<file path="src/hw/bcro_pkg.sv">
// Package: boot configuration byte layout, defaults and boot phases
package bcro_pkg;
  localparam logic [2:0] CFG_BYTE_ADDR   = 3'h7;   // Config byte at boot memory address 7
  localparam int         CFG_HS_DIS_BIT  = 7;      // Full-speed-only start
  localparam int         CFG_DISC_BIT    = 6;      // Come up disconnected
  localparam int         CFG_FAST_BIT    = 0;      // Fast serial boot bus
  localparam logic [7:0] CFG_DEFAULT     = 8'h00;  // Applied with no valid boot memory
  localparam logic       DISC_RESET      = 1'b0;   // Connected
  localparam logic       FAST_RESET      = 1'b0;   // About 100 kHz
  localparam logic       OWNER_RESET     = 1'b0;   // Built-in default device answers
  localparam logic [7:0] EP_PRESET_MASK  = 8'h0f;  // Preset endpoint group
  localparam logic [7:0] EP_NONE         = 8'h00;

  // Boot source reported by the loader
  typedef enum logic [1:0] {
    BCRO_SRC_NONE = 2'h0,
    BCRO_SRC_ID   = 2'h1,   // identity_only_boot
    BCRO_SRC_CODE = 2'h3    // code_image_boot
  } bcro_src_e;

  // Boot sequencing, Gray coded
  typedef enum logic [1:0] {
    BCRO_ST_LOAD = 2'b00,
    BCRO_ST_APPLY = 2'b01,
    BCRO_ST_RUN  = 2'b11
  } bcro_state_e;

  // Byte delivered by the boot memory loader
  typedef struct packed {
    logic       valid;
    logic [2:0] addr;
    logic [7:0] data;
  } bcro_byte_s;

  // Firmware write to the control bits
  typedef struct packed {
    logic wr_disc;
    logic disc;
    logic wr_owner;
    logic owner;
    logic wr_fast;
    logic fast;
  } bcro_fw_wr_s;
endpackage

</file>
<file path="src/hw/bcro_boot_cfg.sv">
// Boot configuration loader and endpoint-zero request owner flag
//
// Overview of operation
// - Config byte means the same for identity-only and code-image boots.
// - Bit 7 set forces full-speed start, no high-speed.
// - Bit 6 set sets soft-disconnect before processor release.
// - Soft-disconnect resets to zero, connected, unless config byte overrides.
// - Bit 6 zero never forces connect; default kept.
// - After processor release firmware may change soft-disconnect freely.
// - Disconnect floats pull-up supply; connect drives it.
// - Bit 0 selects serial boot speed: 0 about 100 kHz, 1 about 400 kHz.
// - Speed bit copied into serial bus control bit 0, reset zero.
// - Request-owner flag is zero at power-on reset.
// - Firmware writing owner one routes endpoint-zero requests to firmware.
// - Owner set when external code at 0, pin high, no custom ids.
// - Code-image boot with pin low sets owner and runs from RAM.
// - Preset endpoints enabled and reported before processor release.
// - Config byte read from boot memory address 7.
module bcro_boot_cfg
  import bcro_pkg::*;
(
  input  wire logic        clk,
  input  wire logic        rst,
  input  wire bcro_byte_s  boot_byte,
  input  wire logic        boot_done,
  input  wire bcro_src_e   boot_src,
  input  wire logic        external_code_select,
  input  wire logic        code_at_zero_ext,
  input  wire bcro_fw_wr_s fw_wr,
  output logic             cpu_hold_reset,
  output logic             run_from_ram,
  output logic             usb_soft_disconnect,
  output logic             pullup_supply_out,
  output logic             pullup_supply_oe,
  output logic             serial_fast_speed_sel,
  output logic [7:0]       serial_bus_control_reg,
  output logic             full_speed_only,
  output logic             request_owner_flag,
  output logic             req_to_firmware,
  output logic [7:0]       ep_preset_en
);

  bcro_state_e state_r;
  logic [7:0]  cfg_r;
  logic        cfg_seen_r;
  logic        disc_r;
  logic        fast_r;
  logic        hs_dis_r;
  logic        owner_r;
  logic        ram_r;
  logic [7:0]  ep_r;
  logic        cfg_take;

  // On-chip code-image boot: firmware owns requests and runs from RAM
  function automatic logic code_boot_on_chip(bcro_src_e src, logic ext_sel);
    return (src == BCRO_SRC_CODE) && !ext_sel;
  endfunction

  // Config byte accepted only during load and only at its address
  assign cfg_take = (state_r == BCRO_ST_LOAD) && boot_byte.valid &&
                    (boot_byte.addr == CFG_BYTE_ADDR) &&
                    (boot_src != BCRO_SRC_NONE);

  // Boot sequencing
  always_ff @(posedge clk) begin
    if (rst) begin
      state_r <= BCRO_ST_LOAD;
    end else begin
      case (state_r)
        BCRO_ST_LOAD:  if (boot_done) state_r <= BCRO_ST_APPLY;
        BCRO_ST_APPLY: state_r <= BCRO_ST_RUN;
        BCRO_ST_RUN:   state_r <= BCRO_ST_RUN;
        default:       state_r <= BCRO_ST_LOAD;
      endcase
    end
  end

  // Capture config byte once; defaults otherwise
  always_ff @(posedge clk) begin
    if (rst) begin
      cfg_r      <= CFG_DEFAULT;
      cfg_seen_r <= 1'b0;
    end else if (cfg_take && !cfg_seen_r) begin
      cfg_r      <= boot_byte.data;
      cfg_seen_r <= 1'b1;
    end
  end

  // Soft-disconnect control bit
  always_ff @(posedge clk) begin
    if (rst) begin
      disc_r <= DISC_RESET;
    end else if (state_r == BCRO_ST_APPLY) begin
      if (cfg_r[CFG_DISC_BIT]) disc_r <= 1'b1;
    end else if (state_r == BCRO_ST_RUN && fw_wr.wr_disc) begin
      disc_r <= fw_wr.disc;
    end
  end

  // Serial bus speed, copied into control bit 0
  always_ff @(posedge clk) begin
    if (rst) begin
      fast_r <= FAST_RESET;
    end else if (state_r == BCRO_ST_APPLY) begin
      fast_r <= cfg_r[CFG_FAST_BIT];
    end else if (state_r == BCRO_ST_RUN && fw_wr.wr_fast) begin
      fast_r <= fw_wr.fast;
    end
  end

  // Full-speed-only start
  always_ff @(posedge clk) begin
    if (rst) begin
      hs_dis_r <= 1'b0;
    end else if (state_r == BCRO_ST_APPLY) begin
      hs_dis_r <= cfg_r[CFG_HS_DIS_BIT];
    end
  end

  // Request owner flag
  always_ff @(posedge clk) begin
    if (rst) begin
      owner_r <= OWNER_RESET;
    end else if (state_r == BCRO_ST_APPLY) begin
      if (boot_src == BCRO_SRC_NONE && external_code_select && code_at_zero_ext) begin
        owner_r <= 1'b1;
      end else if (code_boot_on_chip(boot_src, external_code_select)) begin
        owner_r <= 1'b1;
      end
    end else if (state_r == BCRO_ST_RUN && fw_wr.wr_owner) begin
      owner_r <= fw_wr.owner;
    end
  end

  // Execution from on-chip RAM after code-image boot
  always_ff @(posedge clk) begin
    if (rst) begin
      ram_r <= 1'b0;
    end else if (state_r == BCRO_ST_APPLY) begin
      ram_r <= code_boot_on_chip(boot_src, external_code_select);
    end
  end

  // Preset endpoints enabled before release
  always_ff @(posedge clk) begin
    if (rst) begin
      ep_r <= EP_NONE;
    end else if (state_r == BCRO_ST_APPLY) begin
      ep_r <= EP_PRESET_MASK;
    end
  end

  // Outputs
  assign cpu_hold_reset         = (state_r != BCRO_ST_RUN);
  assign run_from_ram           = ram_r;
  assign usb_soft_disconnect    = disc_r;
  assign pullup_supply_out      = 1'b1;
  assign pullup_supply_oe       = !disc_r;
  assign serial_fast_speed_sel  = fast_r;
  assign serial_bus_control_reg = {7'h00, fast_r};
  assign full_speed_only        = hs_dis_r;
  assign request_owner_flag     = owner_r;
  assign req_to_firmware        = owner_r;
  assign ep_preset_en           = ep_r;

  // Assertions
  a_disc_before_run: assert property (@(posedge clk) disable iff (rst)
    (state_r == BCRO_ST_APPLY && cfg_r[CFG_DISC_BIT]) |=> disc_r && cpu_hold_reset == 1'b0)
    else $error("disconnect not set at release");
  a_disc_keep: assert property (@(posedge clk) disable iff (rst)
    (state_r == BCRO_ST_APPLY && !cfg_r[CFG_DISC_BIT]) |=> disc_r == $past(disc_r))
    else $error("zero config bit changed disconnect");
  a_disc_fw: assert property (@(posedge clk) disable iff (rst)
    (state_r == BCRO_ST_RUN && fw_wr.wr_disc) |=> disc_r == $past(fw_wr.disc))
    else $error("firmware disconnect write lost");
  a_pullup_float: assert property (@(posedge clk) disable iff (rst)
    pullup_supply_oe == !usb_soft_disconnect)
    else $error("pull-up supply mismatch");
  a_speed_copy: assert property (@(posedge clk) disable iff (rst)
    state_r == BCRO_ST_APPLY |=> serial_bus_control_reg[0] == $past(cfg_r[CFG_FAST_BIT]))
    else $error("speed bit not copied");
  a_fs_only: assert property (@(posedge clk) disable iff (rst)
    state_r == BCRO_ST_APPLY |=> full_speed_only == $past(cfg_r[CFG_HS_DIS_BIT]))
    else $error("full-speed bit wrong");
  a_owner_code: assert property (@(posedge clk) disable iff (rst)
    (state_r == BCRO_ST_APPLY && boot_src == BCRO_SRC_CODE && !external_code_select)
      |=> request_owner_flag && run_from_ram)
    else $error("code boot owner not set");
  a_owner_ext: assert property (@(posedge clk) disable iff (rst)
    (state_r == BCRO_ST_APPLY && boot_src == BCRO_SRC_NONE && external_code_select &&
     code_at_zero_ext) |=> request_owner_flag)
    else $error("external code owner not set");
  a_owner_fw: assert property (@(posedge clk) disable iff (rst)
    (state_r == BCRO_ST_RUN && fw_wr.wr_owner) |=> req_to_firmware == $past(fw_wr.owner))
    else $error("owner write lost");
  a_ep_preset: assert property (@(posedge clk) disable iff (rst)
    !cpu_hold_reset |-> ep_preset_en == EP_PRESET_MASK)
    else $error("endpoints not preset at release");
  a_reset_state: assert property (@(posedge clk)
    rst |=> !usb_soft_disconnect && !request_owner_flag && cpu_hold_reset && pullup_supply_oe)
    else $error("outputs not at reset values");
  a_ctl_reset: assert property (@(posedge clk)
    rst |=> serial_bus_control_reg == 8'h00 && !serial_fast_speed_sel)
    else $error("serial bus control not reset");
  a_cfg_once: assert property (@(posedge clk) disable iff (rst)
    cfg_seen_r |=> cfg_r == $past(cfg_r))
    else $error("config byte sampled twice");
  a_cfg_addr: assert property (@(posedge clk) disable iff (rst)
    (!cfg_seen_r && boot_byte.valid && boot_byte.addr != CFG_BYTE_ADDR) |=> !cfg_seen_r)
    else $error("config byte taken from wrong address");

  c_disc_boot: cover property (@(posedge clk) disable iff (rst)
    state_r == BCRO_ST_APPLY ##1 disc_r);
  c_code_boot: cover property (@(posedge clk) disable iff (rst)
    state_r == BCRO_ST_APPLY && boot_src == BCRO_SRC_CODE);
  c_fw_reconnect: cover property (@(posedge clk) disable iff (rst)
    disc_r ##1 !disc_r);
  c_fs_start: cover property (@(posedge clk) disable iff (rst)
    state_r == BCRO_ST_APPLY ##1 full_speed_only);
endmodule

</file>
<file path="config.mk">
export PLATFORM = sky130hd
export DESIGN_NAME = bcro_boot_cfg
export DESIGN_NICKNAME = d
export VERILOG_FILES = /design/src/hw/bcro_pkg.sv /design/src/hw/bcro_boot_cfg.sv
export SDC_FILE = /design/constraint.sdc
export NUM_CORES = 1
export LEC_CHECK = 0
export BUFFER_PORTS_ARGS = -buffer_cell sky130_fd_sc_hd__clkbuf_2
export CAP_MARGIN = 20
export CORE_MARGIN = 3
export CORE_UTILIZATION = 35
export DETAILED_ROUTE_END_ITERATION = 10
export GPL_TIMING_DRIVEN = 0
export PLACE_DENSITY = 0.71
export SLEW_MARGIN = 15
export SYNTH_ARGS = -nofsm -noshare
export SYNTH_HDL_FRONTEND = slang
export SYNTH_SLANG_ARGS = --single-unit
</file>
<file path="constraint.sdc">
create_clock -name clk -period 1.2 [get_ports clk]
set_clock_uncertainty 0.2 [all_clocks]
set_input_delay 0.24 -clock clk [delete_from_list [all_inputs] [get_ports clk]]
set_output_delay 0.24 -clock clk [all_outputs]
set_load 0.1 [all_outputs]
</file>
* After elaboration in Yosys (flattened, before gate mapping)
Index checks and enable logic that the tools add are counted.
** Storage, ports and cells
- Word-level logic and storage cells :: 50
- Flip-flop bits (word level) :: 17
- Output and inout port bits :: 25
** Operators by class
- Equal/unequal tests :: 8
- Muxes and demuxes :: 11
- Reduce and logical (&&, ||, !) cells :: 22
** Operators by type and width (count)
- $logic_and 1x1->1 :: 10
- $mux 1 :: 9
- $reduce_bool 2->1 :: 4
- $ne 2x2->1 const B :: 3
- $eq 2x2->1 const B :: 2
- $logic_not 2->1 :: 2
- $pmux 2 s2 :: 1
- $reduce_and 2->1 :: 2
- $eq 3x3->1 const B :: 1
- $logic_not 1->1 :: 3
- $ne 3x1->1 const B :: 1
- $eq 2x1->1 const B :: 1
- $mux 2 :: 1
- $reduce_or 2->1 :: 1

* Longest topological paths before layout
Gate-level depths: netlist of the first run.
- Word-level depth :: 5
- Mapped depth :: 4
- Mapped depth without buffers :: 3

* Least setup slack after synthesis of the first run
No wires, ideal clock.
- Path kind :: register to output
- From :: register disc_r (netlist: usb_soft_disconnect)
- To :: output pullup_supply_oe
- Arrival :: 1.654 ns
- Required time :: 0.760 ns
- Slack :: -0.894 ns
- Path buffers :: 0
- Stages on the path, launching flop included :: 2
- Cells stage by stage :: dfxtp_1 > inv_1
** Between the ends
- Cells in the longest elaborated chain, start to end :: 1
** Ends and longest elaborated chain
- from (decl) :: line bcro_boot_cfg.sv:46 : logic disc_r;
- from (signal assigned) :: line bcro_boot_cfg.sv:96 : disc_r <= fw_wr.disc;
- $logic_not 1->1 :: line bcro_boot_cfg.sv:158 : assign pullup_supply_oe = !disc_r;
- to (decl) :: line bcro_boot_cfg.sv:34 : output logic pullup_supply_oe,
No other way between the ends.

* Final worst setup path of the first run
- From :: register, netlist name ep_preset_en[0]
- To :: output ep_preset_en[1]
** RTL lines
- to (decl) :: line bcro_boot_cfg.sv:40 : output logic [7:0] ep_preset_en
No word-level cell between the ends.

==> flow_metrics.tcl, run 1 <==
set metrics [dict create \
    setup_ws_ns -0.2358 \
    dp_hpwl_um 1185 \
    violations "setup timing" \
    grt_overflow_total 0 \
    nets 155 \
    clk_path_buf_depth 2 \
    antenna_found_initial 0 \
    cts_root_buf "clkbuf_4" \
    cts_num_sinks 12 \
    cts_tree "yes" \
    synth_top_family_by_area "buffers and inverters" \
    final_cell_mix "clkbuf_2 (19), buf_4 (16), conb_1 (12), clkbuf_16 (12), nand2b_1 (7)" \
    pin_count 50 \
    die-area_um2 2575 \
    place_ws_ns -0.2181 \
    synth-simple-area-share_pct 20.00 \
    swShare_pct 41.90 \
    clk-insertion-delay-late_ns 0.28 \
    async_reset_ff_share_pct 0 \
    ys.flop_type "dfxtp_1" \
    ys_top_cells_by_area "dfxtp_1 (34%), buf_4 (19%), mux2i_1 (7.1%)" \
    routed_wl_um 2053 \
    hold_viol_final 0 \
    yosysSeqAreaShare_pct 34.29 \
    design.core.area_um2 1802 \
    fillers 115 \
    internal_power_uw 862.3 \
    p_seq_share_pct 29.8 \
    synth_area_per_cell_um2 9.219 \
    h-tree-depth 1 \
    grt_max_degree 11 \
    worstSetupPathType "reg2out" \
    total_power_uw 1484 \
    syn_to_final_growth_pct 103.6 \
    wl_per_cell_um 13.33 \
    synth-compound-area-share_pct 11.79 \
    required_ns 0.76 \
    fin_crit_sh_pct 119.7 \
    antenna_cells 0 \
    cts-buffers-inserted 3 \
    design_area_um2 1426 \
    grt_pass1_vias 693 \
    yosys_register_bits 12 \
    ys_types 28 \
    fmax_mhz 696.5 \
    final_util_pct 79.17 \
    cp-start-kind "flop" \
    ir_worst_vdd_mv 0.6194 \
    seq_area_um2 265.3 \
    grt_pass1_wl_um 3325 \
    synth_xor_area_share_pct 0 \
    clkPwrFrac_pct 22.8 \
    drtAntennaViolNets 0 \
    via_per_inst 4.442 \
    power_frac_comb_pct 47.4 \
    synth_area_um2 700.7 \
    initial_core_util_pct 38.89 \
    synth_top_cell_by_area "dfxtp_1" \
    max-cap-violations 0 \
    drive_gt1_share_pct 62.02 \
    setup_tns_ns -3.141 \
    drc 0 \
    multiInputGateArea_um2 374.1 \
    path_clk_slew_ns 0.08 \
    synth-warning-count 0 \
    p_switching_uw 621.9 \
    gp_congestion 0.6299 \
    drv_slew 0 \
    cp.arrival_ns 1.00 \
    die_h_um 50.74 \
    synth_cells 76 \
    drtIter0Drc 12 \
    synth_top_area_share_pct 34.29 \
    place.port_buffers 32 \
    drt-pass1-iter-count 4 \
    crit_fanout 5 \
    p_per_area_nw_per_um2 1041 \
    leakage_uw 0.0006571 \
    num_vias 684 \
    status "finished with violations" \
    period_needed_ns 1.436 \
    track_usage_pct 17.65 \
    placed_area_um2 1031 \
    rows 15 \
    synth_fa_ha_area_share_pct 0 \
    grt_setup_unrepaired "yes" \
    synth-edff-count 0 \
    muxShareOfSynthArea_pct 9.286 \
    die_x_um 50.74 \
    hold_class "in2reg" \
    final-setup-viol-count 23 \
    final_common_cell "clkbuf_2" \
    end_kind "output pin" \
]
kinds of logic after synthesis:
group / count (synthesis)
flip-flops: 12
AND/OR/NAND/NOR: 22
other: 2
multiplexers: 6
AO/OA/AOI/OAI: 10
buffers and inverters: 24
timing repair:
| item | in CTS | in global routing |
|---|---|---|
| hold endpoints to repair | 2 | 0 |
| pin swaps | 2 | 2 |
| endpoints found under the setup margin | 21 | 23 |
| buffers inserted | 5 | 2 |
| hold buffers | 2 | 0 |
| resized for setup | 47 | 6 |
synth_stat cells (2+ instances only):
library cell	n
dfxtp_1	12
mux2i_1	5
nand2b_1	7
nand2_1	2
conb_1	2
nor2_1	6
inv_1	4
buf_4	18
layout make-up:
cell class	instances	area share, %
Tap cell	25	2.193
Inverter	4	1.667
Clock buffer	4	2.544
Buffer	18	13.60
Multi-Input combinational cell	50	26.23
Sequential cell	12	18.60
Timing Repair Buffer	41	35.18
sequential cells by signal, indices dropped and copies added, names as in the netlist:
signal	cells
req_to_firmware	1
run_from_ram	1
serial_fast_speed_sel	1
full_speed_only	1
state_r	2
cfg_seen_r	1
ep_preset_en	1
usb_soft_disconnect	1
cfg_r	3
per-layer routing:
layer / GRT usage [%] / wire length, um / up-vias
li1: - / - / 329
met1: 18.81 / 735 / 315
met3: 2.967 / 77 / 8
met2: 33.70 / 1186 / 32
met5: 0 / 0 / -
met4: 7.175 / 53 / 0
through the flow:
| stage | hold WS, ns | instances |
|---|---|---|
| 5_1_grt | 0.01366 | 154 |
| 3_3_place_gp | 0.2618 | 143 |
| 4_1_cts | 0.001669 | 154 |
| 3_5_place_dp | 0.2663 | 143 |
| 2_1_floorplan | 0.1847 | 86 |
| 6_report | 0.004018 | 154 |
worst max-delay path: stages (launching register included):
cell and delay (ns):
dfxtp_4 0.42, buf_12 0.11, clkbuf_16 0.18
power groups by stage:
stage	registers [uW]	logic (uW)	clock network, uW
5_1_grt	446	727	363
3_5_place_dp	440	564	0
4_1_cts	435	698	331
6_report	443	703	338
2_1_floorplan	505	432	0
3_3_place_gp	439	560	0
final timing paths:
check | from | end | slack, ns | cells after the start
setup / recovery | ep_preset_en[0] | ep_preset_en[1] | -0.24 | 2
setup reg to reg | state_r[0] | full_speed_only | -0.15 | 4
hold / removal | boot_byte[0] | cfg_r[0] | 0.004 | 3
hold reg to reg | cfg_r[6] | cfg_r[6] | 0.28 | 2
No activity file was read; power rests on OpenSTA's default activity.
==> inputs of run 2 (changes only) <==
--- a/config.mk
+++ b/config.mk
@@ -5,13 +5,14 @@
 export SDC_FILE = /design/constraint.sdc
 export NUM_CORES = 1
 export LEC_CHECK = 0
+export ABC_AREA = 1
 export BUFFER_PORTS_ARGS = -buffer_cell sky130_fd_sc_hd__clkbuf_2
 export CAP_MARGIN = 20
 export CORE_MARGIN = 3
 export CORE_UTILIZATION = 35
 export DETAILED_ROUTE_END_ITERATION = 10
 export GPL_TIMING_DRIVEN = 0
-export PLACE_DENSITY = 0.71
+export PLACE_DENSITY = 0.72
 export SLEW_MARGIN = 15
 export SYNTH_ARGS = -nofsm -noshare
 export SYNTH_HDL_FRONTEND = slang
==> run 2 against run 1 <==
  * The run still ends with setup timing left
  * Via count increased by 14%
  * Fmax increased by 1.7%
  * Sequential power increased by 4.5%
  * First-iteration DRC count increased by 58%
  * Global-route usage decreased by 0.90 points
  * Synthesized cell count increased by 28%
  * Final area unchanged
  * Critical path type unchanged
  * Largest cell class unchanged
  * Highest routed layer unchanged
==> flow_metrics.tcl, run 2 <==
set metrics [dict create \
    status "finished with violations" \
    violations "setup timing" \
    ys.flop_type "dfxtp_1" \
    nets 178 \
    clk-insertion-delay-late_ns 0.26 \
    pin_count 50 \
    synth_top_area_share_pct 34.97 \
    largest_register_ffs 3 \
    cts_num_sinks 12 \
    cts_root_buf "clkbuf_4" \
    cp-start-kind "flop" \
    cts_tree "yes" \
    setup_ws_ns -0.2119 \
    ys_top_cells_by_area "dfxtp_1 (35%), buf_4 (19%), nor2_1 (8.2%)" \
    grt_overflow_total 0 \
    setup_tns_ns -2.574 \
    synth_area_per_cell_um2 7.082 \
    layout.cells.non_filler 177 \
    final-setup-viol-count 22 \
    fin_crit_sh_pct 117.7 \
    hold_slack_ns 0.06470 \
    final_cell_mix "clkbuf_2 (19), buf_4 (17), nor2_1 (12), conb_1 (12), clkbuf_16 (12)" \
    cts-buffers-inserted 3 \
    yosysSeqAreaShare_pct 34.97 \
    hold_viol_final 0 \
    path_clk_slew_ns 0.08 \
    drtAntennaViolNets 0 \
    clkPwrFrac_pct 19.7 \
    ff2ff_path_depth 7 \
    drive_gt1_share_pct 58.55 \
    yosys_register_bits 12 \
    max-cap-violations 0 \
    fmax_mhz 708.3 \
    synth_commonest_cells "buf_4 (17), nor2_1 (15), nand2_1 (14), dfxtp_1 (12), inv_1 (11)" \
    p_per_area_nw_per_um2 1141 \
    drt-pass1-iter-count 4 \
    rr_endpoint "req_to_firmware" \
    p_seq_share_pct 28.5 \
    die_x_um 50.30 \
    grt_setup_unrepaired "yes" \
    crit_fanout 5 \
    worstSetupPathType "reg2out" \
    num_vias 783 \
    placed_area_um2 1003 \
    design.core.area_um2 1783 \
    h-tree-depth 1 \
    p_switching_uw 714.7 \
    synth-warning-count 0 \
    async_reset_ff_share_pct 0 \
    gp_congestion 0.6947 \
    swShare_pct 43.91 \
    rows 15 \
    grt_max_degree 9 \
    drtIter0Drc 19 \
    via_per_inst 4.424 \
    dp.cells 164 \
    endpoint "ep_preset_en[1]" \
    top_regs "cfg_r (3), state_r (2)" \
    cp.arrival_ns 0.97 \
    largest-register "cfg_r" \
    grt_pass1_wl_um 3194 \
    drc 0 \
    leakage_uw 0.0007123 \
    startpoint "ep_preset_en[0]" \
    synth-edff-count 0 \
    routed_wl_um 2150 \
    worstReg2RegStart "state_r[0]" \
    end_kind "output pin" \
    antenna_cells 0 \
    clk_path_buf_depth 2 \
    yosys.cell_count.top_type "buf_4" \
    synth_top_cell_by_area "dfxtp_1" \
    internal_power_uw 912.9 \
    hold_class "in2reg" \
    syn_to_final_growth_pct 107.7 \
    power_frac_comb_pct 51.9 \
    ys_types 16 \
    track_usage_pct 16.75 \
    total_power_uw 1628 \
    antenna_found_initial 0 \
    grt_pass1_vias 715 \
    wl_per_cell_um 12.15 \
    required_ns 0.76 \
    drv_slew 0 \
    ir_worst_vdd_mv 0.7509 \
    reg2reg_slack_ns -0.10 \
    synth_cells 97 \
    die-area_um2 2530 \
    initial_core_util_pct 38.53 \
    dp_hpwl_um 1171 \
    design_area_um2 1426 \
    synth_area_um2 686.9 \
    place.port_buffers 32 \
    final_common_cell "clkbuf_2" \
    die_h_um 50.30 \
    period_needed_ns 1.412 \
]
[run 2: cell types whose count changed in the layout (fill, tap and decap cells not counted), sizes merged, moves of 2 or more]
cell / previous run / this run
a31oi: 0 / 2
nand4: 0 / 3
mux2i: 5 / 0
nor2: 6 / 19
inv: 3 / 12
nor2b: 2 / 0
nand2: 2 / 16
nand3: 0 / 6
o21ai: 1 / 4
nand2b: 7 / 0
[run 2: worst min path at each step]
stage,startpoint,to,slack (ns),cells after the start
4_1_cts,fw_wr[0],serial_fast_speed_sel,0.04,3
6_report,boot_src[0],run_from_ram,0.06,3
2_1_floorplan,rst,state_r[0],0.10,1
3_3_place_gp,cfg_r[0],cfg_r[0],0.25,2
5_1_grt,fw_wr[5],usb_soft_disconnect,0.08,3
3_5_place_dp,cfg_r[0],cfg_r[0],0.26,2
[run 2: logic make-up after synthesis]
group | after synthesis | synth area share (%)
and+or+nand+nor | 44 | 31.33
AOI/OAI and AO/OA | 9 | 6.921
buffers and inverters | 30 | 25.68
other | 2 | 1.093
DFF | 12 | 34.97
[run 2: critical path, cell delays in order, from the launching register on]
cell and delay [ns]:
dfxtp_4 0.41, buf_12 0.11, clkbuf_16 0.18
[run 2: timing repair]
| item | in CTS | in global routing |
|---|---|---|
| resized for setup | 50 | 10 |
| hold buffers | 3 | 0 |
| endpoints found under the hold margin | 3 | 0 |
| setup buffers | 3 | 3 |
| endpoints found under the setup margin | 19 | 23 |
| pin swaps | 4 | 6 |
| gates cloned | 0 | 0 |
[run 2: power groups by stage]
stage               combinational, uW  clock [uW]  sequential [uW]
floorplan                         460           0              576
global placement                  647           0              461
detailed placement                651           0              462
CTS                               804         325              458
global route                      872         343              466
finish                            844         320              463
[run 2: metal layers]
metal  routed length (um)  share of wire [%]  GRT usage (%)  up-vias
li1                     -                  -              -      381
met1                  814                 38          18.55      345
met2                 1122                 52          29.57       51
met3                  166                7.7          2.374        6
met4                   46                2.1          10.76        0
met5                    0                  0              0        -
[run 2: through the flow]
step / utilization [%] / setup slack, ns
after floorplan: - / -0.3634
after global placement: 56.28 / -0.1623
after detailed placement: 56.28 / -0.1652
after CTS: 76.98 / -0.2205
after global routing: 80.00 / -0.2469
final: 80.00 / -0.2119
[run 2: layout make-up]
class | count | area, um2
timing repair buffer | 41 | 488.0
multi-input combinational | 65 | 357.8
fill | 104 | 356.6
sequential | 12 | 265.3
buffer | 17 | 190.2
inverter | 13 | 57.56
clock buffer | 4 | 36.28
tap | 25 | 31.28
==> inputs of run 3 (changes only) <==
--- a/config.mk
+++ b/config.mk
@@ -8,8 +8,8 @@
 export ABC_AREA = 1
 export BUFFER_PORTS_ARGS = -buffer_cell sky130_fd_sc_hd__clkbuf_2
 export CAP_MARGIN = 20
-export CORE_MARGIN = 3
 export CORE_UTILIZATION = 35
+export CTS_CLUSTER_SIZE = 10
 export DETAILED_ROUTE_END_ITERATION = 10
 export GPL_TIMING_DRIVEN = 0
 export PLACE_DENSITY = 0.72
==> constraint.sdc (replaced) <==
create_clock -name clk -period 1.2 [get_ports clk]
set_clock_uncertainty 0.2 [all_clocks]
set_input_delay 0.24 -clock clk [delete_from_list [all_inputs] [get_ports clk]]
set_output_delay 0.24 -clock clk [all_outputs]
set_load 0.005 [all_outputs]
==> run 3 against run 2 <==
  * The flow still finishes with violations (setup timing)
  * Fmax up 10%
  * Via count down 10%
  * Sequential share of layout area up 4.7 points
  * Clock-buffer cell count down 1
  * Routed wire length down 32%
  * Non-clock buffer count unchanged
  * Die area down 15%
  * First-iteration DRC count down 26%
  * Critical path type unchanged
  * Largest power group is now sequential cells
  * Highest routed layer unchanged
==> flow_metrics.tcl, run 3 (synthesis results as in run 2) <==
set metrics [dict create \
    status "finished with violations" \
    violations "setup timing" \
    seq_area_um2 255.2 \
    grt_setup_unrepaired "yes" \
    fillers 164 \
    clk-insertion-delay-late_ns 0.26 \
    worstSetupPathType "reg2out" \
    nets 178 \
    die_x_um 46.30 \
    final_cell_mix "clkbuf_2 (29), buf_4 (18), nor2_1 (15)" \
    rows 15 \
    ir_worst_vdd_mv 0.4268 \
    drtIter0Drc 14 \
    num_vias 702 \
    cp.arrival_ns 0.84 \
    period_needed_ns 1.278 \
    p_switching_uw 257.3 \
    drc 0 \
    hp-start "fw_wr[0]" \
    grt_max_degree 9 \
    setup_ws_ns -0.07846 \
    worstReg2RegStart "state_r[0]" \
    path_clk_slew_ns 0.07 \
    slowest_stage "dfxtp_4" \
    hold_class "in2reg" \
    max-cap-violations 0 \
    cpLargestDelayFamily "flip-flops" \
    place.port_buffers 32 \
    cts_tree "yes" \
    h-tree-depth 1 \
    cts_root_buf "clkbuf_4" \
    largest-register "cfg_r" \
    whs_endpoint "serial_fast_speed_sel" \
    grt_overflow_total 0 \
    clk_path_buf_depth 2 \
    final_util_pct 61.40 \
    p_seq_share_pct 46.6 \
    min_delay_path_depth 3 \
    place_ws_ns -0.1052 \
    swShare_pct 26.92 \
    multiInputGateArea_um2 331.6 \
    cp-start-kind "flop" \
    largest_register_ffs 3 \
    top_regs "cfg_r (3), state_r (2)" \
    initial_core_util_pct 38.53 \
    final_common_cell "clkbuf_2" \
    drive_gt1_share_pct 53.64 \
    design.core.area_um2 1783 \
    grt_pass1_wl_um 2028 \
    hold_slack_ns 0.03442 \
    gp_congestion 0.7658 \
    antenna_found_initial 0 \
    grt_pass1_vias 503 \
    dp_hpwl_um 1083 \
    dp.cells 164 \
    path_buf_inv 2 \
    die_h_um 46.30 \
    drt-pass1-iter-count 3 \
    crit_fanout 5 \
    final-setup-viol-count 9 \
    antenna_cells 0 \
    slowest_delay_ns 0.36 \
    hold_viol_final 0 \
    end_kind "output pin" \
    reg2reg_slack_ns -0.04 \
    power_frac_comb_pct 29.3 \
    fin_crit_sh_pct 106.5 \
    total_power_uw 955.8 \
    die-area_um2 2144 \
    crit_chain "buf_6 > buf_6" \
    layout.cells.non_filler 176 \
    cts-buffers-inserted 3 \
    startpoint "ep_preset_en[0]" \
    p_per_area_nw_per_um2 873.0 \
    via_per_inst 3.989 \
    ff2ff_path_depth 7 \
    internal_power_uw 698.5 \
    pin_count 50 \
    critPathMostFrequentCell "buf_6" \
    required_ns 0.76 \
    cts_num_sinks 12 \
    drv_slew 0 \
    rr_endpoint "req_to_firmware" \
    leakage_uw 0.0005903 \
    clkPwrFrac_pct 24.1 \
    track_usage_pct 13.67 \
    fmax_mhz 782.2 \
    drtAntennaViolNets 0 \
    syn_to_final_growth_pct 59.38 \
    wl_per_cell_um 8.313 \
    routed_wl_um 1463 \
]
==> run 3: cell types whose count changed in the layout (fill, tap and decap cells not counted), sizes merged <==
cell      before  now
buf           23   26
clkinvlp       1    0
inv           12   13
clkbuf        36   32
==> run 3: stage by stage <==
stage,TNS (ns),cell area (um2)
floorplan,0,725.7
global placement,-0.1904,917.1
detailed placement,-0.3554,917.1
CTS,-0.3841,1013
global route,-1.078,1095
finish,-0.3952,1095
==> run 3: tightest hold or removal path: stages <==
cell,delay [ns]
clkbuf_2,0.08
nand3_1,0.07
a31oi_1,0.07
==> run 3: per-layer routing <==
layer	up-vias	GRT usage, %	wire [um]
met5	-	0	0
met1	281	16.27	669
li1	382	-	-
met3	4	3.529	102
met2	35	21.39	662
met4	0	8.824	29
==> run 3: worst max path at each step <==
stage,cells after the start,slack (ns),to
after floorplan,7,0.02,req_to_firmware
after global placement,7,-0.07,req_to_firmware
after detailed placement,7,-0.11,req_to_firmware
after CTS,2,-0.07,ep_preset_en[3]
after global routing,7,-0.12,req_to_firmware
final,2,-0.08,ep_preset_en[1]
==> run 3: cell type report <==
type | instances | area share, %
Multi-Input combinational cell | 65 | 30.29
Buffer | 15 | 11.31
Clock buffer | 3 | 2.057
Sequential cell | 12 | 23.31
Timing Repair Buffer | 43 | 25.26
Inverter | 13 | 4.914
Tap cell | 25 | 2.857
==> run 3: power groups by stage <==
stage                     clock network [uW]  registers (uW)  logic [uW]
final                                    230             446         280
after global routing                     261             450         312
after CTS                                243             442         244
after detailed placement                   0             452         219
after global placement                     0             451         214
after floorplan                            0             451         140
==> run 3: what timing repair did <==
item,CTS,global route
hold endpoints to repair,3,0
gates resized for setup,11,18
hold buffers,3,0
pin swaps,6,9
endpoints found under the setup margin,14,13
buffers inserted,5,3
